$ cat src/src_pkg.sv
// Constants, register map and types of the system reset and boot control block
// How it works
// - Chip reset asserts while pin, watchdog, power-on or enabled brown-out reset is active.
// - Any reset restarts wake-up timer; release needs pin released, oscillator up, count done.
// - After internal reset release all registers hold defined values; boot from external memory.
// - First fetch always from static bank 1 at the fixed boot address.
// - During boot the memory controller uses 16-bit data and 24 address lines.
// - First-stage brown-out comparator drives the interrupt line to the irq controller.
// - First stage interrupts only if enabled there; otherwise readable in a status register.
// - Second-stage comparator asserts brown-out reset; chip reset only when software enables it.
// - Brown-out reset follows the second-stage comparator alone; it does not hold until power-on detection takes over.
// - Enabled external interrupt inputs end power-down; the wakeup output flags any of them while powered down.
// - Vector map selects boot ROM, SRAM or external memory for the region at zero.
// - After reset vectors map to external memory; software remaps after boot.
// - After any chip reset the clock source is the internal RC oscillator.
// - Chip reset turns off and bypasses the clock multiplier until software enables it.
package src_pkg;

    // ------------------------------------------------------------
    // Register offsets (byte addresses)
    // ------------------------------------------------------------
    localparam logic [11:0] SRC_CTRL_OFS   = 12'h000;
    localparam logic [11:0] SRC_STAT_OFS   = 12'h004;
    localparam logic [11:0] SRC_VMAP_OFS   = 12'h008;
    localparam logic [11:0] SRC_CLK_OFS    = 12'h00c;
    localparam logic [11:0] SRC_WAKE_OFS   = 12'h010;
    localparam logic [11:0] SRC_BOOT_OFS   = 12'h014;
    localparam logic [11:0] SRC_PD_OFS     = 12'h018;

    // ------------------------------------------------------------
    // Field positions
    // ------------------------------------------------------------
    localparam int SRC_CTRL_BOR_EN_BIT = 0;
    localparam int SRC_STAT_BOD_INT    = 0;
    localparam int SRC_STAT_BOD_RST    = 1;
    localparam int SRC_STAT_POR        = 2;
    localparam int SRC_STAT_EXT        = 3;
    localparam int SRC_STAT_WDT        = 4;
    localparam int SRC_STAT_BOR        = 5;
    localparam int SRC_STAT_BOOTING    = 6;
    localparam int SRC_STAT_PD         = 7;
    localparam int SRC_CLK_SEL_LSB     = 0;
    localparam int SRC_CLK_MUL_EN_BIT  = 2;
    localparam int SRC_CLK_MUL_CON_BIT = 3;

    // ------------------------------------------------------------
    // Reset values and interrupt count
    // ------------------------------------------------------------
    localparam logic [31:0] SRC_BOOT_ADDR     = 32'h8100_0000;
    localparam logic [1:0]  SRC_BOOT_BANK     = 2'h1;
    localparam logic [5:0]  SRC_BOOT_DWIDTH   = 6'h10;
    localparam logic [5:0]  SRC_BOOT_ALINES   = 6'h18;
    localparam logic [31:0] SRC_VECTOR_BASE   = 32'h0000_0000;
    localparam int          SRC_NUM_EXTINT    = 4;

    // ------------------------------------------------------------
    // Timing
    // ------------------------------------------------------------
    localparam int SRC_CLK_MHZ        = 250;
    localparam int SRC_WAKE_CYCLES    = 4096;
    localparam int SRC_WAKE_CNT_W     = 13;

    // ------------------------------------------------------------
    // Types
    // ------------------------------------------------------------
    typedef enum logic [1:0] {
        SRC_VMAP_ROM  = 2'h0,
        SRC_VMAP_SRAM = 2'h1,
        SRC_VMAP_EXT  = 2'h2
    } src_vmap_type;

    typedef enum logic [1:0] {
        SRC_CLK_IRC  = 2'h0,
        SRC_CLK_MAIN = 2'h1,
        SRC_CLK_RTC  = 2'h2
    } src_clk_type;

    // Gray order along the usual path
    typedef enum logic [1:0] {
        SRC_ST_RESET = 2'b00,
        SRC_ST_WAKE  = 2'b01,
        SRC_ST_BOOT  = 2'b11,
        SRC_ST_RUN   = 2'b10
    } src_state_type;

endpackage : src_pkg

$ cat src/src_top.sv
// System reset, brown-out, boot and vector-map control with APB registers
//
// The register addresses and the APB register port were decided locally.
`timescale 1ns/1ns
`default_nettype none
module src_top
    import src_pkg::*;
#(
    parameter int WAKE_CYCLES = SRC_WAKE_CYCLES,
    parameter int NUM_EXTINT  = SRC_NUM_EXTINT
) (
    // Clock and reset
    input  wire logic                  pclk,
    input  wire logic                  presetn,
    // APB slave
    input  wire logic                  psel,
    input  wire logic                  penable,
    input  wire logic                  pwrite,
    input  wire logic [11:0]           paddr,
    input  wire logic [31:0]           pwdata,
    output logic                       pready,
    output logic                       pslverr,
    output logic [31:0]                prdata,
    // Reset sources
    input  wire logic                  ext_reset_n,
    input  wire logic                  wdt_reset,
    input  wire logic                  por_detect,
    input  wire logic                  osc_running,
    // Brown-out comparators
    input  wire logic                  bod_stage1,
    input  wire logic                  bod_stage2,
    // Wake-up and power-down
    input  wire logic [NUM_EXTINT-1:0] ext_irq,
    input  wire logic                  boot_done,
    // Resets and interrupt out
    output logic                       chip_reset_n,
    output logic                       brownout_detector_irq,
    output logic                       brownout_detector_reset,
    output logic                       wakeup,
    // Boot memory setup
    output var  logic                  booting,
    output logic [31:0]                boot_addr,
    output logic [1:0]                 boot_bank,
    output logic [5:0]                 boot_data_width,
    output logic [5:0]                 boot_addr_lines,
    // Vector map and clocking
    output var  logic [1:0]            vector_map,
    output var  logic [1:0]            clk_source,
    output var  logic                  mul_enable,
    output var  logic                  mul_connect,
    output var  logic                  power_down
);
    // ------------------------------------------------------------
    // Reset merge
    // ------------------------------------------------------------
    logic                      bor_en_q;
    logic                      raw_rst_n;
    logic                      int_rst_n;
    logic                      bor_active;

    // Brown-out reset follows bod_stage2 alone; it does not hold on until power-on detection covers
    assign brownout_detector_reset = bod_stage2 | (bod_stage2 & por_detect);
    assign bor_active = brownout_detector_reset & bor_en_q;
    // Enable register lives under presetn so a brown-out reset keeps it
    assign raw_rst_n = presetn & ext_reset_n & ~wdt_reset & ~por_detect
                     & ~bor_active;

    src_rst_sync u_sync (
        .pclk       (pclk),
        .raw_rst_n  (raw_rst_n),
        .sync_rst_n (int_rst_n)
    );

    // ------------------------------------------------------------
    // Wake-up timer and sequencing
    // ------------------------------------------------------------
    src_state_type             state_q;
    src_state_type             state_d;
    logic [SRC_WAKE_CNT_W-1:0] wake_cnt_q;
    logic                      wake_done;
    logic                      pd_q;
    logic                      pd_wake_q;
    logic                      wake_req;
    logic                      wake_sel;
    logic [NUM_EXTINT-1:0]     wake_en_q;

    assign wake_done = wake_cnt_q >= SRC_WAKE_CNT_W'(WAKE_CYCLES - 1);
    assign wake_req  = |ext_irq;
    // Only enabled lines may end power-down
    assign wake_sel  = |(ext_irq & wake_en_q);

    always_comb begin
        state_d = state_q;
        case (state_q)
            SRC_ST_RESET: state_d = SRC_ST_WAKE;
            // Release waits on pin, oscillator and count
            SRC_ST_WAKE:  if (wake_done && osc_running && ext_reset_n) begin
                state_d = pd_wake_q ? SRC_ST_RUN : SRC_ST_BOOT;
            end
            SRC_ST_BOOT:  if (boot_done) begin
                state_d = SRC_ST_RUN;
            end
            SRC_ST_RUN:   if (pd_q && wake_sel) begin
                state_d = SRC_ST_WAKE;
            end
            default:      state_d = SRC_ST_RESET;
        endcase
    end

    // Power-down wake reruns the timer but keeps chip reset off and skips boot
    always_ff @(posedge pclk or negedge int_rst_n) begin
        if (!int_rst_n) begin
            state_q    <= SRC_ST_RESET;
            wake_cnt_q <= '0;
            pd_wake_q  <= 1'b0;
        end else begin
            state_q <= state_d;
            if (state_q == SRC_ST_RUN && state_d == SRC_ST_WAKE) begin
                pd_wake_q <= 1'b1;
            end else if (state_q == SRC_ST_WAKE && state_d != SRC_ST_WAKE) begin
                pd_wake_q <= 1'b0;
            end
            if (state_q == SRC_ST_WAKE && !wake_done) begin
                wake_cnt_q <= wake_cnt_q + 1'b1;
            end else if (state_d == SRC_ST_WAKE && state_q != SRC_ST_WAKE) begin
                wake_cnt_q <= '0;
            end
        end
    end

    // Chip reset released once the timer sequence is past; a power-down wake keeps it released
    assign chip_reset_n = int_rst_n & (state_q == SRC_ST_BOOT || state_q == SRC_ST_RUN ||
                          (state_q == SRC_ST_WAKE && pd_wake_q));
    assign wakeup       = pd_q & wake_req;

    // ------------------------------------------------------------
    // Boot outputs
    // ------------------------------------------------------------
    assign booting         = chip_reset_n & (state_q == SRC_ST_BOOT);
    assign boot_addr       = SRC_BOOT_ADDR;
    assign boot_bank       = SRC_BOOT_BANK;
    assign boot_data_width = SRC_BOOT_DWIDTH;
    assign boot_addr_lines = SRC_BOOT_ALINES;

    // ------------------------------------------------------------
    // Brown-out interrupt
    // ------------------------------------------------------------
    // Raw level goes out; the irq controller applies its own enable
    assign brownout_detector_irq = bod_stage1;

    // ------------------------------------------------------------
    // APB decode
    // ------------------------------------------------------------
    logic                  wr_en;
    logic                  rd_en;
    logic                  hit_ctrl;
    logic                  hit_stat;
    logic                  hit_vmap;
    logic                  hit_clk;
    logic                  hit_wake;
    logic                  hit_boot;
    logic                  hit_pd;
    logic                  hit_any;
    logic [31:0]           rd_mux;
    logic [7:0]            status;
    logic                  ext_seen_q;
    logic                  wdt_seen_q;
    logic                  por_seen_q;
    logic                  bor_seen_q;

    assign wr_en    = psel & penable & pwrite;
    assign rd_en    = psel & ~penable & ~pwrite;
    assign hit_ctrl = paddr == SRC_CTRL_OFS;
    assign hit_stat = paddr == SRC_STAT_OFS;
    assign hit_vmap = paddr == SRC_VMAP_OFS;
    assign hit_clk  = paddr == SRC_CLK_OFS;
    assign hit_wake = paddr == SRC_WAKE_OFS;
    assign hit_boot = paddr == SRC_BOOT_OFS;
    assign hit_pd   = paddr == SRC_PD_OFS;
    assign hit_any  = hit_ctrl | hit_stat | hit_vmap | hit_clk | hit_wake | hit_boot | hit_pd;
    assign pready   = 1'b1;
    assign pslverr  = psel & penable & ~hit_any;

    assign status = {pd_q, booting, bor_seen_q, wdt_seen_q, ext_seen_q, por_seen_q,
                     brownout_detector_reset, bod_stage1};

    assign rd_mux = hit_ctrl ? {31'h0, bor_en_q} :
                    hit_stat ? {24'h0, status} :
                    hit_vmap ? {30'h0, vector_map} :
                    hit_clk  ? {28'h0, mul_connect, mul_enable, clk_source} :
                    hit_wake ? {{(32-NUM_EXTINT){1'b0}}, wake_en_q} :
                    hit_boot ? SRC_BOOT_ADDR :
                    hit_pd   ? {31'h0, pd_q} : 32'h0;

    // Sticky cause flags survive chip reset; cleared by write of one
    always_ff @(posedge pclk or negedge presetn) begin
        if (!presetn) begin
            bor_en_q   <= 1'b0;
            ext_seen_q <= 1'b0;
            wdt_seen_q <= 1'b0;
            por_seen_q <= 1'b1;
            bor_seen_q <= 1'b0;
            prdata     <= 32'h0;
        end else begin
            ext_seen_q <= ~ext_reset_n | (ext_seen_q &
                          ~(wr_en & hit_stat & pwdata[SRC_STAT_EXT]));
            wdt_seen_q <= wdt_reset | (wdt_seen_q &
                          ~(wr_en & hit_stat & pwdata[SRC_STAT_WDT]));
            por_seen_q <= por_detect | (por_seen_q &
                          ~(wr_en & hit_stat & pwdata[SRC_STAT_POR]));
            bor_seen_q <= bor_active | (bor_seen_q &
                          ~(wr_en & hit_stat & pwdata[SRC_STAT_BOR]));
            if (wr_en && hit_ctrl) begin
                bor_en_q <= pwdata[SRC_CTRL_BOR_EN_BIT];
            end
            if (rd_en) begin
                prdata <= rd_mux;
            end
        end
    end

    // ------------------------------------------------------------
    // Registers set to their defaults by chip reset
    // ------------------------------------------------------------
    always_ff @(posedge pclk or negedge int_rst_n) begin
        if (!int_rst_n) begin
            vector_map  <= SRC_VMAP_EXT;
            clk_source  <= SRC_CLK_IRC;
            mul_enable  <= 1'b0;
            mul_connect <= 1'b0;
            wake_en_q   <= '0;
            pd_q        <= 1'b0;
        end else begin
            if (wr_en && hit_vmap && pwdata[1:0] != 2'h3) begin
                vector_map <= pwdata[1:0];
            end
            if (wr_en && hit_clk) begin
                clk_source  <= pwdata[SRC_CLK_SEL_LSB +: 2];
                mul_enable  <= pwdata[SRC_CLK_MUL_EN_BIT];
                mul_connect <= pwdata[SRC_CLK_MUL_CON_BIT] & pwdata[SRC_CLK_MUL_EN_BIT];
            end
            if (wr_en && hit_wake) begin
                wake_en_q <= pwdata[NUM_EXTINT-1:0];
            end
            if (|(ext_irq & wake_en_q)) begin
                pd_q <= 1'b0;
            end else if (wr_en && hit_pd) begin
                pd_q <= pwdata[0];
            end
        end
    end

    assign power_down = pd_q;

endmodule : src_top
`default_nettype wire

$ cat src/src_rst_sync.sv
// Reset synchroniser: asynchronous assert, clocked release
`timescale 1ns/1ns
`default_nettype none
module src_rst_sync (
    // Clock and raw reset
    input  wire logic pclk,
    input  wire logic raw_rst_n,
    // Synchronised reset
    output var  logic sync_rst_n
);
    logic meta_q;

    // Only the second stage is seen outside
    always_ff @(posedge pclk or negedge raw_rst_n) begin
        if (!raw_rst_n) begin
            meta_q     <= 1'b0;
            sync_rst_n <= 1'b0;
        end else begin
            meta_q     <= 1'b1;
            sync_rst_n <= meta_q;
        end
    end
endmodule : src_rst_sync
`default_nettype wire

$ cat config.mk
export PLATFORM = sky130hd
export DESIGN_NAME = src_top
export DESIGN_NICKNAME = d
export VERILOG_FILES = /design/src/src_pkg.sv /design/src/src_top.sv /design/src/src_rst_sync.sv
export SDC_FILE = /design/constraint.sdc
export NUM_CORES = 1
export LEC_CHECK = 0
export BUFFER_PORTS_ARGS = -buffer_cell sky130_fd_sc_hd__buf_2
export CAP_MARGIN = 20
export CORE_MARGIN = 2
export CORE_UTILIZATION = 49
export DETAILED_ROUTE_END_ITERATION = 8
export GPL_TIMING_DRIVEN = 1
export MAX_ROUTING_LAYER = met4
export PLACE_DENSITY = 0.91
export SETUP_SLACK_MARGIN = 0.05
export SLEW_MARGIN = 30
export SYNTH_ARGS = -nofsm -noshare
export SYNTH_HDL_FRONTEND = slang
export SYNTH_SLANG_ARGS = --single-unit
export TNS_END_PERCENT = 50
$ cat constraint.sdc
create_clock -name pclk -period 2 [get_ports pclk]
set_input_delay 0.2 -clock pclk [delete_from_list [all_inputs] [get_ports pclk]]
set_output_delay 0.2 -clock pclk [all_outputs]
set_load 0.1 [all_outputs]
After elaboration in Yosys (flattened, before gate mapping)
Index checks and enable logic that the tools add are counted.

Flip-flop bits (word level): 66. Bits of input ports: 60. Output and inout bits: 92. Word-level logic and storage cells: 121.

Add/subtract/negate cells: 1. Magnitude comparators: 1. Equal/unequal tests: 13. Muxes and demuxes: 18. Bitwise logic cells: 47. Reduce and logical (&&, ||, !) cells: 24.

Operators by type and width (count): $mux W32 (6); $eq A12 B5 Y1 const B (3); $mux W13 (2); $and A1 B1 Y1 (24); $eq A12 B4 Y1 const B (2); $logic_and A1 B1 Y1 (14); $add A13 B1 Y13 const B (1); $ge A13 B12 Y1 const B (1); $eq A12 B3 Y1 const B (1); $logic_not A12 Y1 (1); $not A1 Y1 (11); $or A1 B1 Y1 (11); $pmux W2 S4 (1); $reduce_or A4 Y1 (2); $mux W1 (6); $mux W2 (3); $reduce_bool A2 Y1 (3); $and A4 B4 Y4 (1); $eq A2 B1 Y1 const B (2); $eq A2 B2 Y1 const B (2); $ne A2 B1 Y1 const B (2); $logic_not A2 Y1 (1); $logic_or A1 B1 Y1 (2); $ne A2 B2 Y1 const B (1); $logic_not A1 Y1 (1).

Logic depth before layout (Yosys ltp)
Word-level depth: 9. Depth in mapped cells: 6. Mapped depth without buffers: 5.

By module
From an unflattened synthesis, not the netlist that was laid out.

Cell total of the unflattened synthesis: 286. Area, all modules: 2777.7 sq um.

By module, submodules not included: src_top (times used 1, cells an instance 283, area an instance 2723.9 sq um, sequential area each 1028.5 sq um); src_rst_sync (times used 1, cells an instance 3, area an instance 53.8 sq um, sequential area each 50.0 sq um).

Least setup slack after synthesis
Ideal clock, no wire load.

Path type: register to output. Start: register u_sync.sync_rst_n. End: output port chip_reset_n. Data arrival time: 2.344 ns. Required time: 1.800 ns. Path slack: -0.544 ns. Stages on the path, launching flop included: 2. Path buffers: 0. Cells stage by stage: dfrtp_1 nor2b_1.

Word-level cells in the longest chain between the ends: 1.

Ends and longest elaborated chain: from (decl) (line src_rst_sync.sv:9) `output var logic sync_rst_n`; from (signal assigned) (line src_rst_sync.sv:20) `sync_rst_n <= meta_q;`; $and A1 B1 Y1 (line src_top.sv:132) `assign chip_reset_n = int_rst_n & (state_q == SRC_ST_BOOT || state_q == SRC_ST_RUN ||`; to (decl) (line src_top.sv:36) `output logic chip_reset_n,`.

No other way between the ends.

Worst setup path in the final report
Start: register wake_cnt_q[1]. End: register wake_cnt_q[0].

Word-level cells in the longest chain between the ends: 8. Elaborated cells on any way between the ends: 11. Those cells by class: order compare (1); eq/ne (1); mux (3); reduce/logical (6).

Ends and longest elaborated chain: from (decl) (line src_top.sv:79) `logic [SRC_WAKE_CNT_W-1:0] wake_cnt_q;`; from (signal assigned) (line src_top.sv:124) `wake_cnt_q <= wake_cnt_q + 1'b1;`; $ge A13 B12 Y1 (*) (line src_top.sv:87) `assign wake_done = wake_cnt_q >= SRC_WAKE_CNT_W'(WAKE_CYCLES - 1);`; $logic_and A1 B1 Y1 (2 in series) (line src_top.sv:97) `SRC_ST_WAKE: if (wake_done && osc_running && ext_reset_n) begin`; $mux W2 (line src_top.sv:97); $pmux W2 S4 (line src_top.sv:94) `case (state_q)`; $eq A2 B1 Y1 (line src_top.sv:125) `end else if (state_d == SRC_ST_WAKE && state_q != SRC_ST_WAKE) begin`; $logic_and A1 B1 Y1 (line src_top.sv:125); $reduce_bool A2 Y1 (no line).

Mark *: on every way between the ends. The rest lies on a longest branch, timed or not. A chain may end at the register's enable or synchronous reset.

==> metrics <==
outcome=finished clean; first-pass GRT wire length=between 9000 and 10000 um; Iter 0 DRT Violations=slightly below 300; Area after DPL=approximately 0.003 sq mm; Synth top cells by count=buf_4, dfrtp_1, nand2_1; Unique masters post-synth=54; fillcell total=469; Final Hold Vio Count=0; TritonCTS clock tree=built; worst skew pair latency=a little under 0.3 ns; n_diodes=0; startpoint types=flip-flop; critical path type=reg -> reg; clock root cell=clkbuf_8; largest net degree at the start of global routing=17; WL per Instance=roughly 14 um; DR vias/cell=about 5.3; Fin Hold WS=0.108 ns; Leak Pwr=roughly 1.6 nW; Clock Path Buffers=2; Max FO, Critical Path=11; P&R area growth vs syn=8.61%; vias in the first global route=around 2.1k; Syn Inst Count=between 300 and 400; RSZ-0062 raised after global routing=false; drt drc=0; via count=about 2.3k; drt first pass iters=5; Tightest Hold Check Type=in -> reg; Core Area=0.00557 sq mm; post-DP HPWL=4660 um; Routed Antenna Nets=0; #FFs+latches synth=43; final setup vio count=0; WP data required=2.14 ns; GP Congestion=around 0.97; EDFF count, synth=0; fmax=0.538 GHz; CP delay by family, top=compound AO/OA/AOI/OAI gates; CP arrival=roughly 2 ns; row cnt=27; Max stage delay cell, worst path=dfrtp_1; Synth area leaders=dfrtp_1, buf_4, nand2_1; register area share after synthesis=between 30% and 40%; die width=~81 um; Setup crit end kind=flip-flop; count leader, synth=buf_4; post-synth top area cell=dfrtp_1; GRT overflow=0; Final Slew Violations=0; warnings from Yosys=0; Max Cap Viol=0; Synth Cell Area=0.00288 sq mm; CTS sink count=between 40 and 50; Die Area=0.00650 sq mm; Clk pin slew, worst setup/hold paths=0.08 ns; Worst-Margin Slew=about 0.51 ns; Avg Inst Size Synth=around 9.6 sq um; asr flop ratio synth=100%; io pins=around 150; worst vdd ir=~0.34 mV; final wirelength=between 6000 and 7000 um; delay of the slowest critical-path stage=0.43 ns; Yosys top cell area share=between 30% and 40%; worst clock skew=between 0.003 and 0.004 ns; initial antenna violation count=0; pwr dens=a little under 700 mW/mm^2; CTS buffer count=5; CP cell instances=ha_1 > a21oi_1 > o41ai_4 > o211ai_4 > mux2i_1; nets=421; GRT Overall Usage=around 20%; share of layout cells above drive strength 1=between 20% and 30%; min Tclk post-route=1.86 ns; Final Cycle Share=between 90% and 100%; Port Buffer Count=56; Slew headroom=around two thirds; crit path buf inv count=0; die height=between 80 and 90 um; Starting Density=between 50 and 60%; Top FF cell, synth=dfrtp_1; post-route cell area=around 0.0031 sq mm; H-tree depth=2
==> worst register-to-register path: cells and delay by family (launching register included) <==
kind,cells,cell delay (ns)
AOI/OAI and AO/OA,3,0.87
DFF,1,0.43
adders and majority gates,1,0.22
muxes,1,0.18
==> final timing paths <==
kind / start / end / slack, ns / depth (start not counted)
setup / recovery: wake_cnt_q[1] / wake_cnt_q[0] / 0.14 / 5
hold / removal: wdt_reset / wdt_seen_q / 0.11 / 2
setup reg to reg: wake_cnt_q[1] / wake_cnt_q[0] / 0.14 / 5
hold reg to reg: u_sync.sync_rst_n / state_q[0] / 0.12 / 0
max in group asynchronous: presetn / u_sync.meta_q / 0.63 / 4
min in group asynchronous: u_sync.sync_rst_n / state_q[0] / 0.12 / 0
==> cell families after synthesis <==
group | count (synthesis) | share of synthesized area (%)
AO/OA/AOI/OAI | 49 | 15.2
XOR/XNOR | 1 | 0.305
adder cells (fa/ha/maj) | 1 | 0.435
buffers and inverters | 95 | 22.0
flip-flops | 43 | 37.5
multiplexers | 15 | 5.57
other | 2 | 0.261
AND/OR/NAND/NOR | 95 | 18.7
==> placed cells by master (no fill, tap or decap), types with 2 or more instances in the layout <==
| cell | Yosys | layout |
|---|---|---|
| a21o_1 | 2 | 2 |
| a21oi_1 | 3 | 2 |
| a221o_1 | 3 | 3 |
| a22o_1 | 7 | 7 |
| and3_1 | 5 | 5 |
| and4_1 | 6 | 6 |
| and4b_1 | 2 | 2 |
| buf_12 | 0 | 2 |
| buf_2 | 2 | 54 |
| buf_4 | 71 | 6 |
| clkbuf_1 | 6 | 2 |
| clkbuf_8 | 0 | 5 |
| conb_1 | 2 | 70 |
| dfrtp_1 | 41 | 41 |
| dfstp_2 | 2 | 2 |
| dlygate4sd3_1 | 0 | 3 |
| inv_1 | 14 | 14 |
| mux2_1 | 6 | 6 |
| mux2_2 | 2 | 2 |
| mux2i_1 | 7 | 7 |
| nand2_1 | 26 | 26 |
| nand2b_1 | 3 | 3 |
| nand3_1 | 12 | 12 |
| nand4_1 | 6 | 6 |
| nor2_1 | 9 | 9 |
| nor2b_1 | 3 | 2 |
| nor3_1 | 7 | 7 |
| nor3b_1 | 2 | 2 |
| nor4_1 | 3 | 3 |
| nor4_2 | 2 | 2 |
| o21a_1 | 2 | 2 |
| o21ai_0 | 8 | 8 |
| o21ai_1 | 4 | 4 |
| o21ba_2 | 2 | 2 |
| o221ai_2 | 6 | 6 |
| or4_1 | 3 | 3 |
==> sequential cells by signal (all words and copies together), names as in the netlist <==
signal             flops
bor_en_q               1
bor_seen_q             1
clk_source             2
ext_seen_q             1
mul_connect            1
mul_enable             1
pd_wake_q              1
por_seen_q             1
power_down             1
prdata                 9
state_q                2
u_sync.meta_q          1
u_sync.sync_rst_n      1
vector_map             2
wake_cnt_q            13
wake_en_q              4
wdt_seen_q             1
==> per-stage QoR <==
step                instances  power [W]  utilization [%]  worst slack (ns)  TNS, ns
global placement          422    0.00159             53.9            0.0714        0
global route              433    0.00217             56.0            0.0509        0
detailed placement        422    0.00159             53.9           0.00741        0
CTS                       433    0.00211             56.0             0.109        0
floorplan                 369    0.00163                -            -0.126   -0.326
finish                    433    0.00211             56.0             0.142        0
==> power breakdown <==
| part | switching (W) | internal, W | leakage, nW | total (W) |
|---|---|---|---|---|
| Clock | 0.000285 | 0.000245 | 0.0422 | 0.000530 |
| Sequential | 0.00000367 | 0.000872 | 0.545 | 0.000875 |
| Combinational | 0.000659 | 0.0000483 | 1.04 | 0.000707 |
| Total | 0.000947 | 0.00117 | 1.62 | 0.00211 |
==> area by class of cell <==
type / count / area, sq um / share of cell area (%)
Multi-Input combinational cell: 231 / 1440 / 46.0
Sequential cell: 43 / 1080 / 34.5
Timing Repair Buffer: 65 / 385 / 12.3
Tap cell: 72 / 90.1 / 2.88
Clock buffer: 7 / 76.3 / 2.44
Inverter: 14 / 52.6 / 1.68
Clock inverter: 1 / 5.00 / 0.160
==> metal layers <==
metal,track usage (%),up-vias,routed length [um]
met1,24.4,1084,2420
met3,4.94,19,548
met5,-,-,0
li1,-,1038,-
met2,32.8,150,3080
met4,8.81,0,146
==> repair_timing <==
action / 4_1_cts / 5_1_grt
hold buffers: 3 / 0
resized for setup: 1 / 1
pin swaps: 0 / 2
setup endpoints to repair: 10 / 8
hold endpoints to repair: 15 / 0
setup buffers: 0 / 0
Note: power is estimated with default switching activity, not from simulation.
